===== src/core/lpm_pkg.sv =====
// Shared constants for the low-power mode controller and its core end
package lpm_pkg;
   // ----------------------------------------
   // Register map (byte addresses)
   // ----------------------------------------
   localparam logic [5:0] OFS_STANDBY = 6'h00;
   localparam logic [5:0] OFS_CLK_SUPPLY = 6'h04;
   localparam logic [5:0] OFS_PORT_FSEL = 6'h08;
   localparam logic [5:0] OFS_PORT_IE = 6'h0c;
   localparam logic [5:0] OFS_PORT_OCTL = 6'h10;
   localparam logic [5:0] OFS_WAKE_EN = 6'h14;
   localparam logic [5:0] OFS_WARMUP = 6'h18;
   localparam logic [5:0] OFS_OSC_CTRL = 6'h1c;
   localparam logic [5:0] OFS_STATUS = 6'h20;
   // ----------------------------------------
   // Fields and reset values
   // ----------------------------------------
   localparam logic [1:0] MODE_LIGHT = 2'h0;
   localparam logic [1:0] MODE_DEEP = 2'h1;
   localparam int OSC_EXT_EN_BIT = 0;
   localparam int OSC_SEL_EXT_BIT = 1;
   localparam int WARMUP_W = 12;
   localparam logic [11:0] WARMUP_RST = 12'h010;
   localparam int EXT_IRQ_N = 6;
   // Wake source bit positions
   localparam int WK_PERIPH = 0;
   localparam int WK_I2C = 1;
   localparam int WK_USB = 2;
   localparam int WK_LVD = 3;
   localparam int WK_WDT = 4;
   localparam int WK_SYSTICK = 5;
   localparam int WK_N = 6;
   localparam logic [WK_N-1:0] WAKE_EN_RST = 6'h08;
   typedef enum logic [1:0] {ST_NORMAL, ST_LIGHT, ST_DEEP, ST_WARM} lpm_state_t;
endpackage : lpm_pkg


===== src/core/lpm_link_if.sv =====
// Link between the core end and the low-power mode controller
`timescale 1ns/100ps
interface lpm_link_if;
   logic wfi_pulse;
   logic wfe_pulse;
   logic deep_sleep_bit;
   logic core_halt;
   logic core_release;
   logic clk_from_int;
   modport dev_mp (input wfi_pulse, input wfe_pulse, input deep_sleep_bit,
                   output core_halt, output core_release, output clk_from_int);
   modport core_mp (output wfi_pulse, output wfe_pulse, output deep_sleep_bit,
                    input core_halt, input core_release, input clk_from_int);
endinterface : lpm_link_if


===== src/core/low_power_mode_controller.sv =====
// Low-power mode controller: mode state machine, clock gating, pin states
`timescale 1ns/100ps
module low_power_mode_controller
   import lpm_pkg::*;
#(
   parameter int NP = 12,
   parameter int NPIN = 8
)(
   input wire logic mclk,
   input wire logic rst_b,
   lpm_link_if.dev_mp link,
   input wire logic [5:0] avs_address,
   input wire logic avs_read,
   input wire logic avs_write,
   input wire logic [3:0] avs_byteenable,
   input wire logic [31:0] avs_writedata,
   output logic [31:0] avs_readdata,
   output logic avs_waitrequest,
   input wire logic [NPIN-1:0] pin_in,
   input wire logic [WK_N-1:0] wake_src,
   input wire logic dbg_sel,
   input wire logic dbg_out_valid,
   output logic [NP-1:0] periph_clk_en,
   output logic lvd_clk_en,
   output logic i2c_wake_en,
   output logic usb_wake_en,
   output logic int_osc_en,
   output logic ext_osc_en,
   output logic sys_clk_sel_ext,
   output logic crystal_valid,
   output logic wdt_clear_allow,
   output logic [NPIN-1:0] pin_in_valid,
   output logic [NPIN-1:0] pin_oe_b,
   output logic dbg_oe_b
);
   // ----------------------------------------
   // Input synchronisers
   // ----------------------------------------
   localparam int SW = NPIN + WK_N;
   logic [SW-1:0] s1_ff, s2_ff, s3_ff, flt_ff, nxt_flt;
   always_comb
   begin
      nxt_flt = (s2_ff & s3_ff) | (flt_ff & (s2_ff | s3_ff));
   end
   always_ff @(posedge mclk or negedge rst_b)
   begin
      if (!rst_b)
      begin
         s1_ff <= '0;
         s2_ff <= '0;
         s3_ff <= '0;
         flt_ff <= '0;
      end
      else
      begin
         s1_ff <= {wake_src, pin_in};
         s2_ff <= s1_ff;
         s3_ff <= s2_ff;
         flt_ff <= nxt_flt;
      end
   end
   wire [NPIN-1:0] pin_s = flt_ff[NPIN-1:0];
   wire [WK_N-1:0] wk_s = flt_ff[SW-1:NPIN];

   // ----------------------------------------
   // Register file and Avalon slave
   // ----------------------------------------
   logic [1:0] mode_ff, nxt_mode;
   logic [NP-1:0] supply_ff, nxt_supply;
   logic [NPIN-1:0] fsel_ff, nxt_fsel, ie_ff, nxt_ie, octl_ff, nxt_octl;
   logic [WK_N-1:0] wken_ff, nxt_wken;
   logic [WARMUP_W-1:0] warm_ff, nxt_warm;
   logic [1:0] osc_ff, nxt_osc;
   logic wr_ff, nxt_wr;
   logic [31:0] rd_ff, nxt_rd;
   lpm_state_t st_ff, nxt_st;
   logic [WARMUP_W-1:0] cnt_ff, nxt_cnt;

   function automatic logic [31:0] merge(input logic [31:0] old, input logic [31:0] d, input logic [3:0] be);
      for (int i = 0; i < 4; i++)
         if (be[i])
            old[i*8 +: 8] = d[i*8 +: 8];
      return old;
   endfunction : merge

   logic [31:0] rmux, wv;
   always_comb
   begin
      unique case (avs_address)
         OFS_STANDBY: rmux = {30'h0, mode_ff};
         OFS_CLK_SUPPLY: rmux = 32'(supply_ff);
         OFS_PORT_FSEL: rmux = 32'(fsel_ff);
         OFS_PORT_IE: rmux = 32'(ie_ff);
         OFS_PORT_OCTL: rmux = 32'(octl_ff);
         OFS_WAKE_EN: rmux = 32'(wken_ff);
         OFS_WARMUP: rmux = 32'(warm_ff);
         OFS_OSC_CTRL: rmux = {30'h0, osc_ff};
         OFS_STATUS: rmux = {30'h0, st_ff};
         default: rmux = 32'h0;
      endcase
      wv = merge(rmux, avs_writedata, avs_byteenable);
      nxt_wr = avs_waitrequest;
      nxt_rd = rd_ff;
      if ((avs_read || avs_write) && avs_waitrequest)
      begin
         nxt_wr = 1'b0;
         nxt_rd = avs_read ? rmux : 32'h0;
      end
      else if (!avs_waitrequest)
         nxt_wr = 1'b1;
      nxt_mode = mode_ff;
      nxt_supply = supply_ff;
      nxt_fsel = fsel_ff;
      nxt_ie = ie_ff;
      nxt_octl = octl_ff;
      nxt_wken = wken_ff;
      nxt_warm = warm_ff;
      nxt_osc = osc_ff;
      // Write lands at the edge the master sees waitrequest low
      if (avs_write && !avs_waitrequest)
      begin
         unique case (avs_address)
            // only two codes
            // Other codes are dropped so the field never holds an illegal mode
            OFS_STANDBY:
               if (wv[1:0] == MODE_LIGHT || wv[1:0] == MODE_DEEP)
                  nxt_mode = wv[1:0];
            OFS_CLK_SUPPLY: nxt_supply = wv[NP-1:0];
            OFS_PORT_FSEL: nxt_fsel = wv[NPIN-1:0];
            OFS_PORT_IE: nxt_ie = wv[NPIN-1:0];
            OFS_PORT_OCTL: nxt_octl = wv[NPIN-1:0];
            OFS_WAKE_EN: nxt_wken = wv[WK_N-1:0];
            OFS_WARMUP: nxt_warm = wv[WARMUP_W-1:0];
            OFS_OSC_CTRL: nxt_osc = wv[1:0];
            default: ;
         endcase
      end
      if (st_ff == ST_WARM)
         nxt_osc[OSC_SEL_EXT_BIT] = 1'b0;
   end
   always_ff @(posedge mclk or negedge rst_b)
   begin
      if (!rst_b)
      begin
         mode_ff <= MODE_LIGHT;
         supply_ff <= '0;
         fsel_ff <= '0;
         ie_ff <= '0;
         octl_ff <= '0;
         wken_ff <= WAKE_EN_RST;
         warm_ff <= WARMUP_RST;
         osc_ff <= 2'h0;
         wr_ff <= 1'b1;
         rd_ff <= 32'h0;
      end
      else
      begin
         mode_ff <= nxt_mode;
         supply_ff <= nxt_supply;
         fsel_ff <= nxt_fsel;
         ie_ff <= nxt_ie;
         octl_ff <= nxt_octl;
         wken_ff <= nxt_wken;
         warm_ff <= nxt_warm;
         osc_ff <= nxt_osc;
         wr_ff <= nxt_wr;
         rd_ff <= nxt_rd;
      end
   end
   assign avs_waitrequest = wr_ff;
   assign avs_readdata = rd_ff;

   // ----------------------------------------
   // Mode state machine
   // ----------------------------------------
   logic light_wake, deep_wake, rel_ff, nxt_rel;
   logic [EXT_IRQ_N-1:0] ext_ok;
   always_comb
   begin
      ext_ok = pin_s[EXT_IRQ_N-1:0] & fsel_ff[EXT_IRQ_N-1:0] & ie_ff[EXT_IRQ_N-1:0];
      light_wake = (|ext_ok) || (|(wk_s & wken_ff));
      // no watchdog or tick wake from deep stop
      // only irq pin, I2C, USB and detector wake remain
      deep_wake = (|ext_ok) || (wk_s[WK_I2C] & wken_ff[WK_I2C]) || (wk_s[WK_USB] & wken_ff[WK_USB])
                  || (wk_s[WK_LVD] & wken_ff[WK_LVD]);
      nxt_st = st_ff;
      nxt_cnt = cnt_ff;
      nxt_rel = 1'b0;
      unique case (st_ff)
         ST_NORMAL:
            if (link.wfi_pulse && !link.deep_sleep_bit)
               nxt_st = (mode_ff == MODE_DEEP) ? ST_DEEP : ST_LIGHT;
         ST_LIGHT:
            if (light_wake)
            begin
               nxt_st = ST_NORMAL;
               nxt_rel = 1'b1;
            end
         ST_DEEP:
            if (deep_wake)
            begin
               nxt_st = ST_WARM;
               nxt_cnt = warm_ff;
            end
         ST_WARM:
            if (cnt_ff == '0)
            begin
               nxt_st = ST_NORMAL;
               nxt_rel = 1'b1;
            end
            else
               nxt_cnt = cnt_ff - 1'b1;
      endcase
   end
   // reset leaves deep stop without warm-up
   always_ff @(posedge mclk or negedge rst_b)
   begin
      if (!rst_b)
      begin
         st_ff <= ST_NORMAL;
         cnt_ff <= '0;
         rel_ff <= 1'b0;
      end
      else
      begin
         st_ff <= nxt_st;
         cnt_ff <= nxt_cnt;
         rel_ff <= nxt_rel;
      end
   end

   // ----------------------------------------
   // Clock gating and pin states
   // ----------------------------------------
   logic o_halt, o_int, o_ext, o_sel, o_xtal, o_wdt, o_lvd, o_i2c, o_usb, o_dbg;
   logic [NP-1:0] o_pclk;
   logic [NPIN-1:0] o_pin, o_oe;
   logic deep;
   always_comb
   begin
      deep = (st_ff == ST_DEEP) || (nxt_st == ST_DEEP);
      // only the core halts in light sleep
      o_halt = (nxt_st != ST_NORMAL);
      // light sleep keeps supply per enable
      // deep stop gates all but detector
      o_pclk = (deep || nxt_st == ST_WARM) ? '0 : nxt_supply;
      o_lvd = 1'b1;
      o_i2c = deep;
      o_usb = deep;
      // internal oscillator stops in deep stop
      o_int = !deep;
      o_ext = !deep && nxt_osc[OSC_EXT_EN_BIT];
      o_sel = !deep && nxt_st != ST_WARM && nxt_osc[OSC_SEL_EXT_BIT];
      o_wdt = (nxt_st != ST_LIGHT);
      // crystal pins invalid in deep stop
      o_xtal = !deep;
      // inputs gated by enable in deep stop
      o_pin = deep ? ie_ff : '1;
      // irq pins with select and enable stay valid
      // A pin left as plain port falls back to its enable, so both cases follow the enable bit
      o_pin[EXT_IRQ_N-1:0] = deep ? ((fsel_ff[EXT_IRQ_N-1:0] & ie_ff[EXT_IRQ_N-1:0])
                                     | (~fsel_ff[EXT_IRQ_N-1:0] & ie_ff[EXT_IRQ_N-1:0])) : '1;
      o_oe = ~octl_ff;
      // debug output drives only when valid
      o_dbg = !(dbg_sel && dbg_out_valid);
   end
   always_ff @(posedge mclk or negedge rst_b)
   begin
      if (!rst_b)
      begin
         periph_clk_en <= '0;
         lvd_clk_en <= 1'b1;
         i2c_wake_en <= 1'b0;
         usb_wake_en <= 1'b0;
         int_osc_en <= 1'b1;
         ext_osc_en <= 1'b0;
         sys_clk_sel_ext <= 1'b0;
         crystal_valid <= 1'b1;
         wdt_clear_allow <= 1'b1;
         pin_in_valid <= '1;
         pin_oe_b <= '1;
         dbg_oe_b <= 1'b1;
      end
      else
      begin
         periph_clk_en <= o_pclk;
         lvd_clk_en <= o_lvd;
         i2c_wake_en <= o_i2c;
         usb_wake_en <= o_usb;
         int_osc_en <= o_int;
         ext_osc_en <= o_ext;
         sys_clk_sel_ext <= o_sel;
         crystal_valid <= o_xtal;
         wdt_clear_allow <= o_wdt;
         pin_in_valid <= o_pin;
         pin_oe_b <= o_oe;
         dbg_oe_b <= o_dbg;
      end
   end
   // Link outputs; clock source reported to the core
   logic halt_ff, clk_int_ff;
   always_ff @(posedge mclk or negedge rst_b)
   begin
      if (!rst_b)
      begin
         halt_ff <= 1'b0;
         clk_int_ff <= 1'b1;
      end
      else
      begin
         halt_ff <= o_halt;
         clk_int_ff <= !o_sel;
      end
   end
   assign link.core_halt = halt_ff;
   assign link.core_release = rel_ff;
   assign link.clk_from_int = clk_int_ff;
endmodule : low_power_mode_controller


===== src/flat_wrapper.sv =====
// flat-port wrapper written by rule: the top's interface ports become plain ports
module low_power_mode_controller_flat import lpm_pkg::*;
#(
   parameter int NP = 12,
   parameter int NPIN = 8
)
  (mclk, rst_b, avs_address, avs_read, avs_write, avs_byteenable, avs_writedata, avs_readdata, avs_waitrequest, pin_in, wake_src, dbg_sel, dbg_out_valid, periph_clk_en, lvd_clk_en, i2c_wake_en, usb_wake_en, int_osc_en, ext_osc_en, sys_clk_sel_ext, crystal_valid, wdt_clear_allow, pin_in_valid, pin_oe_b, dbg_oe_b, link_wfi_pulse, link_wfe_pulse, link_deep_sleep_bit, link_core_halt, link_core_release, link_clk_from_int);
  lpm_link_if link_i ();
  input wire logic mclk;
  input wire logic rst_b;
  input wire logic [5:0] avs_address;
  input wire logic avs_read;
  input wire logic avs_write;
  input wire logic [3:0] avs_byteenable;
  input wire logic [31:0] avs_writedata;
  output logic [31:0] avs_readdata;
  output logic avs_waitrequest;
  input wire logic [NPIN-1:0] pin_in;
  input wire logic [WK_N-1:0] wake_src;
  input wire logic dbg_sel;
  input wire logic dbg_out_valid;
  output logic [NP-1:0] periph_clk_en;
  output logic lvd_clk_en;
  output logic i2c_wake_en;
  output logic usb_wake_en;
  output logic int_osc_en;
  output logic ext_osc_en;
  output logic sys_clk_sel_ext;
  output logic crystal_valid;
  output logic wdt_clear_allow;
  output logic [NPIN-1:0] pin_in_valid;
  output logic [NPIN-1:0] pin_oe_b;
  output logic dbg_oe_b;
  input wire logic [$bits(link_i.wfi_pulse)-1:0] link_wfi_pulse;
  input wire logic [$bits(link_i.wfe_pulse)-1:0] link_wfe_pulse;
  input wire logic [$bits(link_i.deep_sleep_bit)-1:0] link_deep_sleep_bit;
  output wire logic [$bits(link_i.core_halt)-1:0] link_core_halt;
  output wire logic [$bits(link_i.core_release)-1:0] link_core_release;
  output wire logic [$bits(link_i.clk_from_int)-1:0] link_clk_from_int;
  assign link_i.wfi_pulse = link_wfi_pulse;
  assign link_i.wfe_pulse = link_wfe_pulse;
  assign link_i.deep_sleep_bit = link_deep_sleep_bit;
  assign link_core_halt = link_i.core_halt;
  assign link_core_release = link_i.core_release;
  assign link_clk_from_int = link_i.clk_from_int;
  low_power_mode_controller #(.NP(NP), .NPIN(NPIN)) u_core (.mclk(mclk), .rst_b(rst_b), .link(link_i), .avs_address(avs_address), .avs_read(avs_read), .avs_write(avs_write), .avs_byteenable(avs_byteenable), .avs_writedata(avs_writedata), .avs_readdata(avs_readdata), .avs_waitrequest(avs_waitrequest), .pin_in(pin_in), .wake_src(wake_src), .dbg_sel(dbg_sel), .dbg_out_valid(dbg_out_valid), .periph_clk_en(periph_clk_en), .lvd_clk_en(lvd_clk_en), .i2c_wake_en(i2c_wake_en), .usb_wake_en(usb_wake_en), .int_osc_en(int_osc_en), .ext_osc_en(ext_osc_en), .sys_clk_sel_ext(sys_clk_sel_ext), .crystal_valid(crystal_valid), .wdt_clear_allow(wdt_clear_allow), .pin_in_valid(pin_in_valid), .pin_oe_b(pin_oe_b), .dbg_oe_b(dbg_oe_b));
endmodule

===== config.mk =====
export PLATFORM = sky130hd
export DESIGN_NAME = low_power_mode_controller_flat
export DESIGN_NICKNAME = d
export VERILOG_FILES = /design/src/core/lpm_pkg.sv /design/src/core/lpm_link_if.sv /design/src/core/low_power_mode_controller.sv /design/src/flat_wrapper.sv
export SDC_FILE = /design/constraint.sdc
export NUM_CORES = 1
export LEC_CHECK = 0
export ABC_AREA = 0
export BUFFER_PORTS_ARGS = -buffer_cell sky130_fd_sc_hd__buf_2
export CORE_UTILIZATION = 35
export CTS_BUF_LIST = sky130_fd_sc_hd__clkbuf_4
export CTS_CLUSTER_DIAMETER = 60
export DETAILED_ROUTE_END_ITERATION = 6
export SYNTH_ARGS = -nofsm -noshare
export SYNTH_HDL_FRONTEND = slang
export SYNTH_SLANG_ARGS = --single-unit

===== constraint.sdc =====
create_clock -name mclk -period 2.6 [get_ports mclk]
set_clock_uncertainty 0.1 [all_clocks]
set_input_delay 0.13 -clock mclk [delete_from_list [all_inputs] [get_ports mclk]]
set_output_delay 0.13 -clock mclk [all_outputs]
set_load 0.01 [all_outputs]

==> results of run 1 <==
## power groups by stage
stage	Sequential, mW	Clock, mW	Combinational (mW)
2_1_floorplan	3.22	0	0.789
3_3_place_gp	3.22	0	1.27
3_5_place_dp	3.22	0	1.29
4_1_cts	3.17	1.52	1.34
5_1_grt	3.20	1.64	1.48
6_report	3.17	1.47	1.33
## state kept, by name (all words and copies together) (netlist names), 12 cells and up
signal,flops
u_core.avs_readdata,12
u_core.cnt_ff,12
u_core.flt_ff,12
u_core.periph_clk_en,12
u_core.s1_ff,12
u_core.s2_ff,12
u_core.s3_ff,12
u_core.supply_ff,12
u_core.warm_ff,12
## final timing paths
check / slack [ns] / cells past startpoint / end
min in group asynchronous: 0.55 / 3 / u_core.warm_ff[4]
max in group asynchronous: 1.48 / 4 / u_core.pin_oe_b[4]
max: 0.12 / 7 / u_core.wdt_clear_allow
min reg2reg: 0.25 / 0 / u_core.s2_ff[0]
min: 0.06 / 6 / u_core.i2c_wake_en
max reg2reg: 0.12 / 7 / u_core.wdt_clear_allow
## worst register-to-register path, delay by kind of cell (launching register included)
kind	cells	cell delay, ns
and+or+nand+nor	5	1.59
DFF	1	0.43
adders and majority gates	1	0.18
buffers and inverters	1	0.11
## synth_stat cells (3+ instances only)
master	number
sky130_fd_sc_hd__dfrtp_1	147
sky130_fd_sc_hd__nand2_1	76
sky130_fd_sc_hd__o21ai_0	48
sky130_fd_sc_hd__nor2_1	33
sky130_fd_sc_hd__nand3_1	30
sky130_fd_sc_hd__clkbuf_1	26
sky130_fd_sc_hd__buf_4	25
sky130_fd_sc_hd__a21oi_1	24
sky130_fd_sc_hd__dfstp_2	23
sky130_fd_sc_hd__nand2b_1	19
sky130_fd_sc_hd__mux2_2	16
sky130_fd_sc_hd__inv_1	15
sky130_fd_sc_hd__a22o_1	14
sky130_fd_sc_hd__a31oi_1	13
sky130_fd_sc_hd__maj3_1	12
sky130_fd_sc_hd__nor2b_1	9
sky130_fd_sc_hd__and2_1	8
sky130_fd_sc_hd__o22a_1	7
sky130_fd_sc_hd__and3_1	6
sky130_fd_sc_hd__nor3_1	6
sky130_fd_sc_hd__mux2i_1	5
sky130_fd_sc_hd__nand4_1	5
sky130_fd_sc_hd__o31ai_1	5
sky130_fd_sc_hd__a221o_1	4
sky130_fd_sc_hd__a211oi_1	3
sky130_fd_sc_hd__a22oi_1	3
sky130_fd_sc_hd__buf_2	3
sky130_fd_sc_hd__nor4_1	3
sky130_fd_sc_hd__o211ai_1	3
sky130_fd_sc_hd__o2bb2ai_1	3
sky130_fd_sc_hd__o311ai_0	3
## what timing repair did
action                                 CTS  global route
hold buffers                            35             0
buffers inserted                         0             0
endpoints found under the hold margin  207             0
setup endpoints to repair                0             1
## logic make-up after synthesis
group | synth area share (%)
AO/OA/AOI/OAI | 14.2
adder cells (fa/ha/maj) | 1.88
buffers and inverters | 5.05
flip-flops | 60.6
multiplexers | 3.26
other | 0.106
AND/OR/NAND/NOR | 14.9
## through the flow
stage | worst slack [ns] | hold slack, ns
5_1_grt | 0.0189 | 0.0354
3_5_place_dp | 0.141 | -0.00883
6_report | 0.121 | 0.0589
3_3_place_gp | 0.168 | -0.0118
4_1_cts | 0.106 | 0.0204
2_1_floorplan | 0.326 | -0.266
## routing by layer
layer	part of all wire [%]	GRT usage [%]	up-vias
met2	48	29.2	162
met5	0	0	-
met4	1.5	5.77	0
met3	4.4	3.74	22
met1	46	23.8	2586
li1	-	-	2505
## final cells by class
type	instances	area, sq um	area share [%]
clock buffer	17	128	1.48
inverter	15	56.3	0.654
timing repair buffer	168	1160	13.5
sequential	170	4280	49.7
multi-input combinational	413	2500	29.0
tap	265	332	3.85
antenna	1	2.50	0.0291
clock inverter	15	153	1.77
==> impl_metrics.prom, run 1 <==
# TYPE chip_impl_metric gauge
chip_impl_metric{name="clk_path_buf_depth",unit=""} 2
chip_impl_metric{name="final.period_utilization",unit="%"} 95.4
chip_impl_metric{name="routed_vias_inst",unit=""} 4.96
chip_impl_info{name="timing.critical_path.from_type",value="flip-flop"} 1
chip_impl_metric{name="placed_inst_area",unit="sq mm"} 0.00797
chip_impl_metric{name="number_of_antenna_violations_at_the_first_check_in_global_routing",unit=""} 1
chip_impl_metric{name="detailedRoute.firstIterationViolations",unit=""} 404
chip_impl_metric{name="post_synth_num_cell_types",unit=""} 59
chip_impl_metric{name="grt_start_max_net_pins",unit=""} 59
chip_impl_metric{name="layoutNonFillerInstCount",unit=""} 1064
chip_impl_metric{name="gp_congestion",unit=""} 0.932
chip_impl_info{name="synth_top_cell_by_area",value="sky130_fd_sc_hd__dfrtp_1"} 1
chip_impl_info{name="status",value="finished, final reports clean"} 1
chip_impl_info{name="timing.critical_path.max_delay_family",value="simple AND/OR/NAND/NOR gates"} 1
chip_impl_metric{name="drt-wirelength-per-cell",unit="microns"} 16.5
chip_impl_metric{name="drt_pre_antenna_iters",unit=""} 4
chip_impl_metric{name="number_of_register_bits_inferred_by_synthesis",unit=""} 170
chip_impl_info{name="timing.rr.start",value="u_core.cnt_ff[0]"} 1
chip_impl_metric{name="fin_crit",unit="ns"} 2.48
chip_impl_metric{name="floorplan.die_area",unit="sq mm"} 0.0208
chip_impl_info{name="startpoint_of_the_most_critical_setup_path",value="u_core.cnt_ff[0]"} 1
chip_impl_metric{name="gate_count_post_synth",unit=""} 633
chip_impl_metric{name="syn_area",unit="sq mm"} 0.00706
chip_impl_metric{name="via_count",unit=""} 5275
chip_impl_metric{name="top_level_ports",unit=""} 138
chip_impl_metric{name="area_growth",unit="%"} 21.9
chip_impl_metric{name="slew_headroom",unit="%"} 42.8
chip_impl_metric{name="detailedPlacementHpwl",unit="microns"} 12500
chip_impl_metric{name="worst_ep_required_time",unit="ns"} 3.00
chip_impl_info{name="holdCritStartpoint",value="link_deep_sleep_bit"} 1
chip_impl_metric{name="port-buffer-count",unit=""} 91
chip_impl_metric{name="edff_count_synth",unit=""} 0
chip_impl_info{name="critical-path-slowest-cell",value="sky130_fd_sc_hd__or4_4"} 1
chip_impl_metric{name="max_slew.worst_pin.slew",unit="ns"} 0.849
chip_impl_metric{name="net-switching-power",unit="mW"} 1.99
chip_impl_metric{name="cellInternalPower",unit="mW"} 3.98
chip_impl_metric{name="delay_of_the_slowest_cell_on_the_worst_path",unit="ns"} 0.44
chip_impl_metric{name="detail_route_antenna_nets",unit=""} 0
chip_impl_metric{name="fin_nets",unit=""} 851
chip_impl_metric{name="slew_violations",unit=""} 0
chip_impl_metric{name="drive_gt1_share",unit="%"} 27.6
chip_impl_metric{name="cts_repair_resize_count",unit=""} 0
chip_impl_metric{name="initial_core_util",unit="%"} 35.9
chip_impl_info{name="worst_hold_path_type",value="in -> reg"} 1
chip_impl_metric{name="p_seq_share",unit="%"} 53.1
chip_impl_metric{name="final_core_utilization",unit="%"} 43.8
chip_impl_metric{name="postLayoutCellArea",unit="sq mm"} 0.00861
chip_impl_info{name="synth_top_cells_by_area",value="sky130_fd_sc_hd__dfrtp_1, sky130_fd_sc_hd__dfstp_2, sky130_fd_sc_hd__nand2_1, sky130_fd_sc_hd__o21ai_0, sky130_fd_sc_hd__buf_4"} 1
chip_impl_metric{name="drt_wl_total",unit="microns"} 17500
chip_impl_info{name="rsz0062_at_grt",value="false"} 1
chip_impl_metric{name="crit_path_max_fanout",unit=""} 7
chip_impl_metric{name="cts-buffers-inserted",unit=""} 17
chip_impl_metric{name="maximum_vdd_drop",unit="uV"} 257
chip_impl_metric{name="htree_levels",unit=""} 4
chip_impl_metric{name="worst_ep_arrival_time",unit="ns"} 2.88
chip_impl_metric{name="sequential_share_of_the_synthesized_area",unit="%"} 60.6
chip_impl_metric{name="grt_pass1_vias",unit=""} 5111
chip_impl_info{name="endpoint_kind",value="flip-flop"} 1
chip_impl_metric{name="setup_viol",unit=""} 0
chip_impl_metric{name="drc_errors_left",unit=""} 0
chip_impl_metric{name="timing_hold_violations_final",unit=""} 0
chip_impl_metric{name="power_frac_clock",unit="%"} 24.6
chip_impl_info{name="path_cells",value="inv_1, ha_1, or4b_1, or4_4, nand2_1, nand2_1, or3_1"} 1
chip_impl_info{name="criticalPathCategory",value="reg -> reg"} 1
chip_impl_metric{name="design.core.area",unit="sq mm"} 0.0197
chip_impl_metric{name="share_comb_of_total_power",unit="%"} 22.3
chip_impl_metric{name="postSynthAreaPerCell",unit="sq um"} 11.2
chip_impl_metric{name="die_x",unit="microns"} 144
chip_impl_metric{name="post-place-cells",unit=""} 996
chip_impl_metric{name="power.static_leakage",unit="nW"} 4.01
chip_impl_info{name="tritoncts",value="done"} 1
chip_impl_metric{name="ys_async_sr_fraction",unit="%"} 100
chip_impl_metric{name="cap_viol_max_count",unit=""} 0
chip_impl_info{name="ctsRootBufferMaster",value="sky130_fd_sc_hd__clkbuf_4"} 1
chip_impl_metric{name="power.density",unit="mW/mm^2"} 694
chip_impl_metric{name="dieHeight",unit="microns"} 144
chip_impl_metric{name="core.rowCount",unit=""} 51
chip_impl_metric{name="clkSinkCount",unit=""} 170
chip_impl_metric{name="groute.usage.overall",unit="%"} 17.9
chip_impl_metric{name="switching_share",unit="%"} 33.4
chip_impl_info{name="crit_path_frequent_cell",value="sky130_fd_sc_hd__nand2_1"} 1
chip_impl_metric{name="cp.buffers_inverters",unit=""} 1
chip_impl_metric{name="fillerInstances",unit=""} 1877
chip_impl_metric{name="yosys_warnings",unit=""} 0
chip_impl_info{name="commonest_cells_after_routing_fill_and_taps_aside",value="sky130_fd_sc_hd__dfrtp_1, sky130_fd_sc_hd__buf_2, sky130_fd_sc_hd__nand2_1"} 1
chip_impl_metric{name="cts.reportedPaths.clkPinSlew",unit="ns"} 0.16
chip_impl_metric{name="setup-tns-final",unit="ns"} 0
chip_impl_info{name="dominantRegCellSynth",value="sky130_fd_sc_hd__dfrtp_1"} 1
chip_impl_info{name="mostFrequentLayoutCell",value="sky130_fd_sc_hd__dfrtp_1"} 1
chip_impl_metric{name="max_clock_freq",unit="GHz"} 0.403
chip_impl_metric{name="clk-insertion-delay-late",unit="ns"} 0.57
chip_impl_metric{name="post-layout-total-power",unit="mW"} 5.97
chip_impl_metric{name="grt-ovfl-total",unit=""} 0
chip_impl_metric{name="yosysTopAreaCellShare",unit="%"} 52.1
chip_impl_metric{name="first_pass_grt_wire_length",unit="microns"} 27800
No activity file was read; power rests on OpenSTA's default activity.
==> inputs of run 2 (changes only) <==
==> constraint.sdc (replaced) <==
create_clock -name mclk -period 2.6 [get_ports mclk]
set_clock_uncertainty 0.1 [all_clocks]
set_input_delay 0 -clock mclk [delete_from_list [all_inputs] [get_ports mclk]]
set_output_delay 0 -clock mclk [all_outputs]
set_load 0.01 [all_outputs]
==> run 2 against run 1 <==
  * Utilization up 1.4 points
  * Flip-flop and latch count unchanged
  * Total power up 2.9%
  * First-iteration DRC count down 16%
  * Hold slack worse by 0.0051 ns
  * Wire length up 0.79%
  * Fmax down 0.54%
  * Non-clock buffer count up 22
  * Register-to-register slack better by 0.07 ns
  * Critical path depth up 3
==> impl_metrics.prom, run 2 (synthesis gave the netlist of run 1 again) <==
# TYPE chip_impl_metric gauge
chip_impl_info{name="status",value="finished, final reports clean"} 1
chip_impl_metric{name="maximum_vdd_drop",unit="uV"} 307
chip_impl_info{name="endpoint_kind",value="flip-flop"} 1
chip_impl_metric{name="htree_levels",unit=""} 4
chip_impl_metric{name="cts.reportedPaths.clkPinSlew",unit="ns"} 0.15
chip_impl_info{name="mostFrequentLayoutCell",value="sky130_fd_sc_hd__dfrtp_1"} 1
chip_impl_info{name="worst_hold_path_type",value="in -> reg"} 1
chip_impl_metric{name="layoutNonFillerInstCount",unit=""} 1087
chip_impl_metric{name="share_comb_of_total_power",unit="%"} 21.4
chip_impl_info{name="criticalPathCategory",value="in -> reg"} 1
chip_impl_metric{name="drt_wl_total",unit="microns"} 17700
chip_impl_metric{name="final.period_utilization",unit="%"} 95.9
chip_impl_info{name="rsz0062_at_grt",value="false"} 1
chip_impl_info{name="crit_end",value="u_core.periph_clk_en[2]"} 1
chip_impl_metric{name="drt-wirelength-per-cell",unit="microns"} 16.2
chip_impl_metric{name="power_frac_clock",unit="%"} 26.8
chip_impl_metric{name="cts_setup_buffers",unit=""} 0
chip_impl_metric{name="cellInternalPower",unit="mW"} 4.26
chip_impl_metric{name="drt_pre_antenna_iters",unit=""} 5
chip_impl_metric{name="fillerInstances",unit=""} 1888
chip_impl_metric{name="setup_viol",unit=""} 0
chip_impl_metric{name="switching_share",unit="%"} 30.7
chip_impl_metric{name="hold_ws",unit="ns"} 0.0539
chip_impl_metric{name="grt_start_max_net_pins",unit=""} 54
chip_impl_info{name="timing.rr.start",value="u_core.cnt_ff[0]"} 1
chip_impl_metric{name="detailedPlacementHpwl",unit="microns"} 12400
chip_impl_metric{name="die_x",unit="microns"} 144
chip_impl_metric{name="port-buffer-count",unit=""} 91
chip_impl_metric{name="clk-insertion-delay-late",unit="ns"} 0.56
chip_impl_info{name="holdCritStartpoint",value="link_wfi_pulse"} 1
chip_impl_metric{name="cts-buffers-inserted",unit=""} 17
chip_impl_info{name="commonest_cells_after_routing_fill_and_taps_aside",value="sky130_fd_sc_hd__dfrtp_1, sky130_fd_sc_hd__buf_2, sky130_fd_sc_hd__nand2_1"} 1
chip_impl_metric{name="timing_hold_violations_final",unit=""} 0
chip_impl_metric{name="r2r_cells",unit=""} 8
chip_impl_metric{name="clk_path_buf_depth",unit=""} 2
chip_impl_info{name="tritoncts",value="done"} 1
chip_impl_metric{name="gp_congestion",unit=""} 0.909
chip_impl_metric{name="worst_ep_required_time",unit="ns"} 2.95
chip_impl_metric{name="p_seq_share",unit="%"} 51.8
chip_impl_metric{name="area_growth",unit="%"} 25.9
chip_impl_metric{name="power.static_leakage",unit="nW"} 4.12
chip_impl_info{name="reg_to_reg_critical_path_endpoint",value="u_core.cnt_ff[0]"} 1
chip_impl_metric{name="groute.usage.overall",unit="%"} 18.1
chip_impl_metric{name="slew_violations",unit=""} 0
chip_impl_metric{name="initial_core_util",unit="%"} 35.9
chip_impl_metric{name="number_of_antenna_violations_at_the_first_check_in_global_routing",unit=""} 1
chip_impl_metric{name="grt-ovfl-total",unit=""} 0
chip_impl_metric{name="routed_vias_inst",unit=""} 4.90
chip_impl_metric{name="top_level_ports",unit=""} 138
chip_impl_metric{name="slew_headroom",unit="%"} 46.8
chip_impl_metric{name="max_slew.worst_pin.slew",unit="ns"} 0.790
chip_impl_info{name="startpoint_of_the_most_critical_setup_path",value="avs_address[2]"} 1
chip_impl_metric{name="crit_path_max_fanout",unit=""} 14
chip_impl_metric{name="clkSinkCount",unit=""} 170
chip_impl_metric{name="first_pass_grt_wire_length",unit="microns"} 28000
chip_impl_metric{name="detail_route_antenna_nets",unit=""} 0
chip_impl_metric{name="design.core.area",unit="sq mm"} 0.0197
chip_impl_info{name="timing.critical_path.from_type",value="input pin"} 1
chip_impl_metric{name="power.density",unit="mW/mm^2"} 691
chip_impl_metric{name="slack_of_the_worst_reg_to_reg_path",unit="ns"} 0.19
chip_impl_metric{name="final_core_utilization",unit="%"} 45.2
chip_impl_metric{name="grt_pass1_vias",unit=""} 5133
chip_impl_metric{name="via_count",unit=""} 5329
chip_impl_metric{name="fin_crit",unit="ns"} 2.49
chip_impl_metric{name="detailedRoute.firstIterationViolations",unit=""} 341
chip_impl_metric{name="dieHeight",unit="microns"} 144
chip_impl_metric{name="max_clock_freq",unit="GHz"} 0.401
chip_impl_metric{name="setup-tns-final",unit="ns"} 0
chip_impl_metric{name="post-place-cells",unit=""} 989
chip_impl_metric{name="fin_nets",unit=""} 873
chip_impl_metric{name="core.rowCount",unit=""} 51
chip_impl_metric{name="cap_viol_max_count",unit=""} 0
chip_impl_info{name="ctsRootBufferMaster",value="sky130_fd_sc_hd__clkbuf_4"} 1
chip_impl_metric{name="net-switching-power",unit="mW"} 1.89
chip_impl_metric{name="worst_ep_arrival_time",unit="ns"} 2.85
chip_impl_metric{name="drive_gt1_share",unit="%"} 26.1
chip_impl_metric{name="drc_errors_left",unit=""} 0
chip_impl_metric{name="floorplan.die_area",unit="sq mm"} 0.0208
==> run 2: changes by cell type in the layout (fill, tap and decap cells not counted), moves of 3 or more <==
| cell | before | now |
|---|---|---|
| sky130_fd_sc_hd__buf_4 | 40 | 33 |
| sky130_fd_sc_hd__bufinv_16 | 0 | 3 |
| sky130_fd_sc_hd__clkinv_2 | 0 | 3 |
| sky130_fd_sc_hd__clkinv_8 | 3 | 0 |
| sky130_fd_sc_hd__dlygate4sd3_1 | 34 | 63 |
==> run 2: repair_timing <==
action | in CTS | in global routing
hold buffers | 64 | 0
hold endpoints to repair | 269 | 0
endpoints found under the setup margin | 0 | 5
resized for setup | 0 | 1
==> run 2: layer usage <==
layer,vias up,share of wire (%),track usage [%]
met1,2573,46,23.9
li1,2560,-,-
met5,-,0,0
met2,168,46,28.7
met3,28,4.9,3.94
met4,0,2.4,7.45
==> run 2: worst min path at each step <==
stage / cells past startpoint / slack (ns) / end
2_1_floorplan: 0 / -0.40 / u_core.avs_readdata[0]
3_3_place_gp: 1 / -0.09 / u_core.periph_clk_en[8]
3_5_place_dp: 1 / -0.09 / u_core.periph_clk_en[8]
4_1_cts: 6 / 0.0002 / u_core.i2c_wake_en
5_1_grt: 6 / 0.06 / u_core.avs_readdata[8]
6_report: 6 / 0.05 / u_core.i2c_wake_en
==> run 2: worst max-delay path: stages <==
cell and delay (ns):
sky130_fd_sc_hd__dlygate4sd3_1 0.52, sky130_fd_sc_hd__buf_2 0.12, sky130_fd_sc_hd__buf_4 0.20, sky130_fd_sc_hd__nor2b_1 0.36
sky130_fd_sc_hd__buf_4 0.21, sky130_fd_sc_hd__and3_1 0.30, sky130_fd_sc_hd__buf_4 0.21, sky130_fd_sc_hd__nand3_1 0.08
sky130_fd_sc_hd__dlygate4sd3_1 0.59, sky130_fd_sc_hd__a31oi_1 0.24
==> run 2: layout make-up <==
| cell class | count | area (sq um) | area share (%) |
|---|---|---|---|
| inverters | 15 | 56.3 | 0.633 |
| well taps | 265 | 332 | 3.73 |
| repair buffers | 190 | 1410 | 15.8 |
| multi-input cells | 413 | 2500 | 28.1 |
| clock inverters | 13 | 168 | 1.89 |
| diodes | 2 | 5.00 | 0.0563 |
| clock buffers | 19 | 143 | 1.60 |
| flip-flops and latches | 170 | 4280 | 48.2 |
==> run 2: per-stage QoR <==
stage	area (sq um)	setup slack, ns	power (mW)
floorplan	7140	0.326	4.01
detailed placement	7920	0.120	4.48
finish	8890	0.107	6.15
global route	8890	0.0215	6.52
CTS	8880	0.109	6.21
global placement	7920	0.168	4.47
==> run 2: power by group through the flow <==
| stage | Sequential, mW | Clock [mW] | Combinational, mW |
|---|---|---|---|
| 2_1_floorplan | 3.22 | 0 | 0.789 |
| 3_3_place_gp | 3.23 | 0 | 1.23 |
| 3_5_place_dp | 3.24 | 0 | 1.25 |
| 4_1_cts | 3.19 | 1.71 | 1.32 |
| 5_1_grt | 3.23 | 1.82 | 1.47 |
| 6_report | 3.19 | 1.65 | 1.31 |
